<file path="config.mk">
export PLATFORM = sky130hd
export DESIGN_NAME = pmtx_top
export DESIGN_NICKNAME = d
export VERILOG_FILES = /design/src/design/pmtx_pkg.sv /design/src/design/pmtx_pair_shifter.sv /design/src/design/pmtx_top.sv
export VERILOG_INCLUDE_DIRS = /design/src /design/src/design
export SDC_FILE = /design/constraint.sdc
export NUM_CORES = 1
export LEC_CHECK = 0
export ABC_CLOCK_PERIOD_IN_PS = 1700
export BUFFER_PORTS_ARGS = -buffer_cell sky130_fd_sc_hd__buf_2
export CAP_MARGIN = 20
export CORE_UTILIZATION = 48
export CTS_CLUSTER_DIAMETER = 40
export DETAILED_ROUTE_END_ITERATION = 10
export HOLD_SLACK_MARGIN = 0.03
export PLACE_DENSITY = 0.76
export SLEW_MARGIN = 10
export SYNTH_ARGS = -nofsm -noshare
export SYNTH_HDL_FRONTEND = slang
export SYNTH_HIERARCHICAL = 1
export SYNTH_SLANG_ARGS = --single-unit
</file>
<file path="constraint.sdc">
create_clock -name clk_sys -period 1.7 [get_ports clk_sys]
set_input_delay 0 -clock clk_sys [delete_from_list [all_inputs] [get_ports clk_sys]]
set_output_delay 0 -clock clk_sys [all_outputs]
set_load 0.01 [all_outputs]
</file>
<file path="src/design/pmtx_map.svh">
// Purpose: addresses, reset values, transmit mode and injection codes and symbol codes
// Assumes: 8-bit control port, 5-bit code groups sent as pairs
// Notes: included by the package and by pmtx_top
// Notes on behaviour
// - int_n low when any flag and mask set
// - reset clears whole interrupt mask
// - mask bits 0-3 gate parity, bus, reject, inhibit
// - mask bits 4-7 gate threshold, cond A, B, user
// - injection over transmit mode over request data
// - reset loads Off, smoother on, b7 set
// - smoother and parity check software switchable
// - mode 000 forwards request data unchanged
// - mode 001 sends all-ones idle pairs
// - mode 010 sends quiet, drops transmitter enable
// - mode 100 sends halt then quiet
// - mode 101 sends halt pairs
// - mode 110 sends quiet, transmitter stays enabled
// - modes 011 and 111 send quiet pairs
// - write skips bits differing from compare register
// - injection field; low bit self-clears after one-shot
`ifndef PMTX_MAP_SVH
`define PMTX_MAP_SVH
// register addresses
`define PMTX_ADDR_MASK 5'h03
`define PMTX_ADDR_TSC 5'h04
`define PMTX_ADDR_CMP 5'h1B
// reset values
`define PMTX_MASK_RST 8'h00
`define PMTX_TSC_RST 8'hA2
`define PMTX_CMP_RST 8'hA2
`define PMTX_RD_NONE 8'h00
// transmit mode codes
`define PMTX_TM_PASS 3'h0
`define PMTX_TM_IDLE 3'h1
`define PMTX_TM_OFF 3'h2
`define PMTX_TM_RES3 3'h3
`define PMTX_TM_HALTQ 3'h4
`define PMTX_TM_HALT 3'h5
`define PMTX_TM_QUIET 3'h6
`define PMTX_TM_RES7 3'h7
// injection codes
`define PMTX_IC_ONESHOT 2'h1
// code groups
`define PMTX_SYM_IDLE 5'h1F
`define PMTX_SYM_HALT 5'h04
`define PMTX_SYM_QUIET 5'h00
`endif

</file>
<file path="src/design/pmtx_pkg.sv">
// Purpose: shared types of the mask and transmit state block
// Assumes: pmtx_map.svh supplies the numbers
// Notes: field order of pmtx_tsc_t matches bit order D7..D0
`default_nettype none
package pmtx_pkg;
   `include "pmtx_map.svh"
   // transmit state register layout, D7 first
   typedef struct packed {
      logic res;           // reserved b7
      logic parity_on;     // request parity check enable
      logic smoother_on;   // smoother enable
      logic inject_ctl_hi; // injection mode high bit
      logic inject_ctl_lo; // injection mode low bit
      logic [2:0] mode;    // transmit mode field
   } pmtx_tsc_t;
   // control port request
   typedef struct packed {
      logic [4:0] addr;  // register address
      logic [7:0] wdata; // write data
      logic wr;          // write strobe
      logic rd;          // read strobe
   } pmtx_req_t;
   // control port answer
   typedef struct packed {
      logic [7:0] rdata; // read data
      logic valid;       // read data valid pulse
   } pmtx_rsp_t;
endpackage
`default_nettype wire

</file>
<file path="src/design/pmtx_pair_shifter.sv">
// Purpose: serialise one symbol pair per frame, msb first
// Assumes: caller holds pair_in and txen_in stable until load
// Notes: load pulses in the last bit cycle of each pair
`default_nettype none
module pmtx_pair_shifter import pmtx_pkg::*; #(
   parameter int SYM_W = 5
) (
   input wire logic clk_sys,
   input wire logic rst_n,
   input wire logic [2*SYM_W-1:0] pair_in,
   input wire logic txen_in,
   output logic load,
   output logic ser_q,
   output logic txen_q
);
   localparam int PW = 2 * SYM_W;
   localparam int CW = $clog2(PW);
   localparam logic [CW-1:0] LAST = CW'(PW - 1);

   // refuse widths the shifter cannot frame
   if (SYM_W < 1) begin : g_chk
      $error("pmtx_pair_shifter: SYM_W must be positive");
   end

   logic [PW-1:0] sh_q, sh_d; // remaining bits of current pair
   logic [CW-1:0] cnt_q, cnt_d; // bit position within pair
   logic ser_d, txen_d;

   assign load = (cnt_q == LAST);

   // next values: take a new pair only on the boundary
   always_comb begin
      sh_d = {sh_q[PW-2:0], 1'b0};
      ser_d = sh_q[PW-1];
      txen_d = txen_q;
      cnt_d = cnt_q + 1'b1;
      if (load) begin
         sh_d = {pair_in[PW-2:0], 1'b0};
         ser_d = pair_in[PW-1];
         txen_d = txen_in;
         cnt_d = '0;
      end
   end

   // registers; first load comes right after reset
   always_ff @(posedge clk_sys or negedge rst_n) begin
      if (!rst_n) begin
         sh_q <= '0;
         cnt_q <= LAST;
         ser_q <= 1'b0;
         txen_q <= 1'b0;
      end else begin
         sh_q <= sh_d;
         cnt_q <= cnt_d;
         ser_q <= ser_d;
         txen_q <= txen_d;
      end
   end
endmodule
`default_nettype wire

</file>
<file path="src/design/pmtx_top.sv">
// Purpose: interrupt mask gating and transmit state pair generator
// Assumes: flags, request pair and injection inputs are on clk_sys
// Notes: control port reads answer one cycle after the strobe
`default_nettype none
`include "pmtx_map.svh"
module pmtx_top import pmtx_pkg::*; #(
   parameter int SYM_W = 5
) (
   input wire logic clk_sys,
   input wire logic rst_n,
   input wire pmtx_req_t reg_req,
   output pmtx_rsp_t reg_rsp,
   input wire logic [7:0] interrupt_condition_flags,
   input wire logic [2*SYM_W-1:0] req_pair,
   input wire logic req_parity,
   input wire logic [2*SYM_W-1:0] inject_pair,
   input wire logic inject_valid,
   input wire logic inject_done,
   output logic int_n,
   output logic ser_req_out,
   output logic fiber_tx_enable,
   output logic smoother_on,
   output logic parity_check_on,
   output logic [1:0] inject_ctl,
   output logic pair_taken,
   output logic req_parity_err,
   output logic write_inhibit_event
);
   localparam int PW = 2 * SYM_W;

   // symbol codes are fixed at five bits
   if (SYM_W != 5) begin : g_chk
      $error("pmtx_top: SYM_W must be 5");
   end

   // reset release synchroniser
   logic rst_meta_q, rst_q;
   always_ff @(posedge clk_sys or negedge rst_n) begin
      if (!rst_n) begin
         rst_meta_q <= 1'b0;
         rst_q <= 1'b0;
      end else begin
         rst_meta_q <= 1'b1;
         rst_q <= rst_meta_q;
      end
   end

   // read decode, shared by read path and its check
   function automatic logic [7:0] rd_mux(input logic [4:0] a, input logic [7:0] m,
                                         input logic [7:0] t, input logic [7:0] c);
      unique case (a)
         `PMTX_ADDR_MASK: rd_mux = m;
         `PMTX_ADDR_TSC: rd_mux = t;
         `PMTX_ADDR_CMP: rd_mux = c;
         default: rd_mux = `PMTX_RD_NONE;
      endcase
   endfunction

   // pair produced by a transmit mode
   function automatic logic [PW-1:0] mode_pair(input logic [2:0] m, input logic [PW-1:0] r);
      unique case (m)
         `PMTX_TM_PASS: mode_pair = r;
         `PMTX_TM_IDLE: mode_pair = {`PMTX_SYM_IDLE, `PMTX_SYM_IDLE};
         `PMTX_TM_HALTQ: mode_pair = {`PMTX_SYM_HALT, `PMTX_SYM_QUIET};
         `PMTX_TM_HALT: mode_pair = {`PMTX_SYM_HALT, `PMTX_SYM_HALT};
         // off, quiet and both reserved codes send quiet
         default: mode_pair = {`PMTX_SYM_QUIET, `PMTX_SYM_QUIET};
      endcase
   endfunction

   // register state
   logic [7:0] mask_q, mask_d;  // interrupt_mask
   pmtx_tsc_t tsc_q, tsc_d;     // transmit_state_control
   logic [7:0] cmp_q, cmp_d;    // transmit_state_compare
   pmtx_rsp_t rsp_q, rsp_d;     // read answer
   logic int_n_q, int_n_d;      // gated interrupt, active low
   logic inh_q, inh_d;          // inhibited write pulse
   logic wr_mask, wr_tsc, wr_cmp;
   logic [7:0] wr_ok;           // bits matching their compare bit

   assign wr_mask = reg_req.wr && (reg_req.addr == `PMTX_ADDR_MASK);
   assign wr_tsc = reg_req.wr && (reg_req.addr == `PMTX_ADDR_TSC);
   assign wr_cmp = reg_req.wr && (reg_req.addr == `PMTX_ADDR_CMP);
   assign wr_ok = ~(tsc_q ^ cmp_q);

   // register next values
   always_comb begin
      mask_d = mask_q;
      tsc_d = tsc_q;
      cmp_d = cmp_q;
      inh_d = 1'b0;
      rsp_d.valid = reg_req.rd;
      rsp_d.rdata = rsp_q.rdata;
      // one-shot finished: drop low injection bit
      if (inject_done && ({tsc_q.inject_ctl_hi, tsc_q.inject_ctl_lo} == `PMTX_IC_ONESHOT)) begin
         tsc_d.inject_ctl_lo = 1'b0;
      end
      if (wr_mask) begin
         mask_d = reg_req.wdata;
      end
      if (wr_cmp) begin
         cmp_d = reg_req.wdata;
      end
      // conditional write: only bits equal to compare take new data
      if (wr_tsc) begin
         tsc_d = (tsc_q & ~wr_ok) | (reg_req.wdata & wr_ok);
         inh_d = ~&wr_ok;
      end
      if (reg_req.rd) begin
         rsp_d.rdata = rd_mux(reg_req.addr, mask_q, tsc_q, cmp_q);
      end
      int_n_d = ~|(interrupt_condition_flags & mask_q);
   end

   // register storage
   always_ff @(posedge clk_sys or negedge rst_q) begin
      if (!rst_q) begin
         mask_q <= `PMTX_MASK_RST;
         tsc_q <= `PMTX_TSC_RST;
         cmp_q <= `PMTX_CMP_RST;
         rsp_q <= '0;
         int_n_q <= 1'b1;
         inh_q <= 1'b0;
      end else begin
         mask_q <= mask_d;
         tsc_q <= tsc_d;
         cmp_q <= cmp_d;
         rsp_q <= rsp_d;
         int_n_q <= int_n_d;
         inh_q <= inh_d;
      end
   end

   // transmit pair selection
   logic load;                // pair boundary from shifter
   logic [PW-1:0] pair_sel;   // pair to send next
   logic txen_sel;            // transmitter enable for next pair
   logic en_q;                // goes high one cycle after reset release, marks it for reset checks
   logic sm_q, sm_d, pc_q, pc_d, taken_q, taken_d, perr_q, perr_d;
   logic [1:0] ic_q, ic_d;

   // injection wins over the mode, the mode over request data
   always_comb begin
      pair_sel = inject_valid ? inject_pair : mode_pair(tsc_q.mode, req_pair);
      txen_sel = (tsc_q.mode != `PMTX_TM_OFF);
      sm_d = tsc_q.smoother_on;
      pc_d = tsc_q.parity_on;
      ic_d = {tsc_q.inject_ctl_hi, tsc_q.inject_ctl_lo};
      taken_d = load;
      // odd parity over the pair, checked as it is taken
      perr_d = load && tsc_q.parity_on && !(^{req_pair, req_parity});
   end

   // static output registers
   always_ff @(posedge clk_sys or negedge rst_q) begin
      if (!rst_q) begin
         en_q <= 1'b0;
         sm_q <= 1'b1;
         pc_q <= 1'b0;
         ic_q <= 2'h0;
         taken_q <= 1'b0;
         perr_q <= 1'b0;
      end else begin
         en_q <= 1'b1;
         sm_q <= sm_d;
         pc_q <= pc_d;
         ic_q <= ic_d;
         taken_q <= taken_d;
         perr_q <= perr_d;
      end
   end

   pmtx_pair_shifter #(.SYM_W(SYM_W)) u_shift (
      .clk_sys(clk_sys),
      .rst_n(rst_q),
      .pair_in(pair_sel),
      .txen_in(txen_sel),
      .load(load),
      .ser_q(ser_req_out),
      .txen_q(fiber_tx_enable)
   );

   assign reg_rsp = rsp_q;
   assign int_n = int_n_q;
   assign smoother_on = sm_q;
   assign parity_check_on = pc_q;
   assign inject_ctl = ic_q;
   assign pair_taken = taken_q;
   assign req_parity_err = perr_q;
   assign write_inhibit_event = inh_q;
endmodule
`default_nettype wire

</file>
**Word-level counts from Yosys, hierarchy flattened**

Cells that the tools add are included.

- Reduce and logical (&&, ||, !) cells: 14
- Shift operators: 0
- Muxes and demuxes: 9
- Equal/unequal tests: 9
- Bitwise logic cells: 7
- Div/mod/pow operators: 0
- Add/sub/neg operators: 1
- $lt $le $gt $ge: 0
- $mul: 0

Operator list:

| operator | count |
|---|---|
| one-hot mux 10 bit (4 select lines) | 1 |
| bitwise AND 8 bit | 3 |
| one-hot mux 8 bit (3 select lines) | 1 |
| 2-to-1 mux 10 bit | 2 |
| inverter 8 bit | 2 |
| XOR reduction 11 bit | 1 |
| 2-to-1 mux 4 bit | 2 |
| OR 8 bit | 1 |
| AND reduction 8 bit | 1 |
| OR reduction 8 bit | 1 |
| bitwise XOR 8 bit | 1 |
| == test 3 bit (second input constant) | 2 |
| logical AND 1 bit | 6 |
| == test 5 x 2 -> 1 bit (second input constant) | 1 |
| == test 5 x 3 -> 1 bit (second input constant) | 1 |
| == test 5 bit (second input constant) | 1 |
| adder 4 x 1 -> 4 bit (second input constant) | 1 |
| == test 4 bit (second input constant) | 1 |
| == test 3 x 1 -> 1 bit (second input constant) | 1 |
| logical NOT 1 bit | 3 |
| logical NOT 3 bit | 1 |
| 2-to-1 mux 1 bit | 3 |
| != test 3 x 2 -> 1 bit (second input constant) | 1 |
| == test 2 x 1 -> 1 bit (second input constant) | 1 |
| nonzero test 2 bit | 1 |

- Word-level logic and storage cells: 63
- ROM bits: 0
- Register bits after elaboration: 59
- Output and inout port bits: 19
- Memories kept: 0
- Memory bits (writable): 0
- Bits in latches: 0
- Input port bits: 48

**Depth between registers and ports, before layout**

- Depth in word-level cells: 6
- Depth in mapped cells: 6
- Mapped depth without buffers: 4

**Modules after synthesis**

Netlist, hierarchy kept.

Modules (own cells, without submodules):

| module | cells an instance | seq. area each (µm²) | instances | area an instance (µm²) |
|---|---|---|---|---|
| pmtx_top | 203 | 1086.0 | 1 | 2208.4 |
| pmtx_pair_shifter | 38 | 377.9 | 1 | 598.1 |

**Least setup slack after synthesis**

No wires, ideal clock.

- Path type: register to register
- Start point: register u_shift.cnt_q[3]
- End point: register u_shift.ser_q
- Buffers on the path: 1
- Slack: 0.205 ns
- Required time: 1.575 ns
- Arrival time: 1.370 ns
- Period minus slack after synthesis: 1.495 ns
- Library setup time: 0.125 ns
- Cell stages (with the launch flop): 5
- Cell sequence: dfstp_2 -> nor2b_4 -> nor3b_4 -> buf_6 -> mux2_2

- Longest elaborated chain between the ends: 2

Ends and longest elaborated chain:

| what | line | RTL |
|---|---|---|
| start, declared | pmtx_pair_shifter.sv:26 | `logic [CW-1:0] cnt_q, cnt_d;` |
| start signal, assigned | pmtx_pair_shifter.sv:54 | `cnt_q <= cnt_d;` |
| == test 4 bit | pmtx_pair_shifter.sv:29 | `assign load = (cnt_q == LAST);` |
| via load | pmtx_top.sv:135 | `logic load;` |
| 2-to-1 mux 1 bit | pmtx_pair_shifter.sv:37 | `if (load) begin` |
| via u_shift.ser_d | pmtx_pair_shifter.sv:27 | `logic ser_d, txen_d;` |
| end signal, assigned | pmtx_pair_shifter.sv:55 | `ser_q <= ser_d;` |
| end, declared | pmtx_pair_shifter.sv:13 | `output logic ser_q,` |

The timed path passes the listed nets, and every way through them passes these cells.
A chain may end at the register's enable or synchronous reset.

**Final worst setup path**

- Start point: register u_shift.cnt_q[3]
- End point: register u_shift.sh_q[3]

- Longest elaborated chain between the ends: 2

Ends and longest elaborated chain:

| what | line | RTL |
|---|---|---|
| == test 4 bit | pmtx_pair_shifter.sv:29 |  |
| via load | pmtx_top.sv:135 |  |
| 2-to-1 mux 10 bit | pmtx_pair_shifter.sv:37 |  |
| via u_shift.sh_d[3] | pmtx_pair_shifter.sv:25 | `logic [PW-1:0] sh_q, sh_d;` |
| end signal, assigned | pmtx_pair_shifter.sv:48 | `sh_q <= '0;` |
| end signal, assigned | pmtx_pair_shifter.sv:53 | `sh_q <= sh_d;` |
| end, declared | pmtx_pair_shifter.sv:25 |  |

The timed path passes the listed nets, and every way through them passes these cells.

==> results.py <==
metrics = {
    "yosys": {
        "syn-num-nets": 289,
        "yosysWarnings": 6,
        "synth-edff-count": 0,
        "synth.avg_cell_area_um2": 11.64,
        "syn_inst": 241,
        "synth_flop_cell": "dfrtp_1",
        "synth_cell_types": 41,
        "ys_ff_latch": 58,
        "synthesis.area_um2": 2806,
        "async_flop_share_pct": 100.0,
        "ys_seq_area_share_pct": 52.16,
    },
    "global_route": {
        "grt_util_all_layers_pct": 22.68,
        "grt_max_degree": 38,
        "grt-ovfl-total": 0,
        "grt_pass1_wl_um": 10360,
        "grt_pass1_vias": 2159,
        "antenna_found_initial": 0,
    },
    "sta": {
        "fmax_ghz": 0.6500,
        "rsz0062_at_grt": "false",
        "finClkSkew_ps": 6.486,
        "setup_viol": 0,
        "maxSlewViolCount": 0,
        "finalHoldViolCount": 0,
        "period_needed_ps": 1538,
        "setup_tns_ps": 0,
        "min_period_over_period_pct": 90.49,
    },
    "clock_tree": {
        "post-cts-setup-buffer-count": 0,
        "cts_buffers": 9,
        "cts_sinks": 58,
        "cts_buffer_depth": 2,
        "root_buffer": "clkbuf_8",
        "cts_tree": "yes",
        "htree_levels": 3,
        "clk_latency_ps": 330,
        "path_clk_slew_ps": 60,
    },
    "min_path": {
        "hold_path_end": "int_n",
        "hold_class": "in2reg",
        "hold_path_startpoint": "interrupt_condition_flags[2]",
        "whs_path_depth": 3,
    },
    "final_layout": {
        "final_common_cell": "buf_2",
        "final_layout_size_suffix_gt1_share_pct": 38.82,
        "final_cell_mix": "66 x buf_2, 47 x dfrtp_1, 25 x o21ai_0, 25 x dlygate4sd3_1, 18 x mux2_2",
        "utilization_pct": 64.87,
        "final_nets": 383,
        "final_cells": 412,
        "antenna_cells": 0,
        "area_growth_pct": 28.85,
    },
    "die": {
        "core_area_um2": 5574,
        "start_util_pct": 50.35,
        "die_y_um": 78.47,
        "num_rows": 27,
        "io_pins": 67,
        "dieArea_um2": 6157,
        "die_w_um": 78.47,
    },
    "critical_path": {
        "end_kind": "flop",
        "cp_max_fo": 13,
        "cp-start-kind": "flop",
        "r2r_cells": 4,
        "r2r_setup_slack_ps": 160,
        "arrival_ps": 1750,
        "reg2reg_to": "u_shift/sh_q[3]",
        "cp.required_ps": 1910,
        "path_class": "reg2reg",
        "r2r-start": "u_shift/cnt_q[3]",
    },
    "pwr": {
        "clockPowerShare_pct": 32.8,
        "pwr-share-seq_pct": 50.9,
        "p_int_uw": 2385,
        "p_comb_share_pct": 16.3,
        "switching_share_pct": 26.35,
        "power_density_nw_per_um2": 895.6,
        "switching_power_uw": 853.4,
        "p_leak_uw": 0.001752,
        "ir_worst_vdd_mv": 0.6041,
    },
    "outcome": {
        "status": "finished, final reports clean",
    },
    "place": {
        "hpwl_um": 4216,
        "portBuffers": 66,
        "dpl.cell_count": 371,
        "gp_congestion": 0.8058,
    },
    "routing": {
        "dr.pass1.iters": 4,
        "routed_wl_um": 6439,
        "drc_errors": 0,
        "vias_per_cell": 5.291,
        "vias": 2180,
        "drtIter0Drc": 127,
        "wire_per_inst_um": 15.63,
        "antenna_left": 0,
    },
    "run": {
        "max_cap_viol_count": 0,
    },
}
==> cell type report <==
class                      count  area (um2)
fill                         435        1958
sequential                    58        1465
multi-input combinational    158        1205
timing repair buffer          97       650.6
clock buffer                  13       148.9
tap                           72       90.09
inverter                      11       41.29
clock inverter                 3       15.01
==> kinds of logic (layout without fill, tap and decap cells) <==
group / count (synthesis) / count (layout) / synth area share [%]
AOI/OAI and AO/OA: 67 / 67 / 14.89
DFF: 58 / 58 / 52.16
and+or+nand+nor: 45 / 45 / 9.496
muxes: 27 / 27 / 12.04
buffers and inverters: 25 / 124 / 4.904
xor gates and xnor gates: 18 / 18 / 6.375
other: 1 / 1 / 0.1336
==> Yosys cell counts, types with 4 or more instances <==
master,number,area (um2)
a21oi_1,10,50.05
mux2_2,18,202.7
dfstp_2,10,262.8
o22ai_1,8,50.05
clkbuf_1,6,22.52
mux2_4,9,135.1
nand2_1,12,45.04
inv_1,11,41.29
and3_1,10,62.56
a22oi_1,4,30.03
xor2_1,10,87.58
xnor2_1,6,52.55
buf_6,5,56.30
dfrtp_1,48,1201
a221oi_1,7,61.31
a31oi_1,7,43.79
o21ai_0,25,125.1
nor2_1,7,26.28
==> per-stage QoR <==
stage / power (uW) / setup WS (ps) / area, um2 / hold slack [ps]
6_report: 3238 / 161.6 / 3616 / 55.25
5_1_grt: 3398 / 94.00 / 3616 / 36.27
4_1_cts: 3254 / 152.1 / 3616 / 37.79
3_5_place_dp: 2135 / 159.5 / 3202 / -214.9
3_3_place_gp: 2115 / 216.7 / 3202 / -215.2
2_1_floorplan: 1953 / 205.0 / 2808 / -295.6
==> critical path, cell delays in order (launching register included) <==
cell	delay (ps)
dfstp_2	540
nor2b_4	150
nor3b_4	230
buf_12	160
mux2_2	330
==> power by group through the flow <==
stage / Clock, uW / Sequential [uW] / Combinational [uW]
2_1_floorplan: 0 / 1640 / 309
3_3_place_gp: 0 / 1660 / 456
3_5_place_dp: 0 / 1670 / 469
4_1_cts: 1090 / 1640 / 525
5_1_grt: 1150 / 1670 / 577
6_report: 1060 / 1650 / 527
==> per-layer routing <==
| layer | track usage, % | wire length, um |
|---|---|---|
| met5 | 0 | 0 |
| met4 | 7.222 | 82 |
| met3 | 6.395 | 281 |
| met2 | 39.21 | 3240 |
| met1 | 27.25 | 2836 |
==> worst max path at each step <==
stage,start,endpoint,slack (ps)
2_1_floorplan,u_shift/cnt_q[3],u_shift/ser_q,200
3_3_place_gp,u_shift/cnt_q[3],u_shift/sh_q[4],220
3_5_place_dp,u_shift/cnt_q[3],u_shift/sh_q[8],160
4_1_cts,u_shift/cnt_q[3],u_shift/sh_q[5],150
5_1_grt,u_shift/cnt_q[3],u_shift/sh_q[3],90
6_report,u_shift/cnt_q[3],u_shift/sh_q[3],160
==> what timing repair did <==
item                      in CTS  in global routing
gates resized for setup        0                  0
hold buffers                  25                  0
hold endpoints to repair      41                  0
No activity file was read; power rests on OpenSTA's default activity.
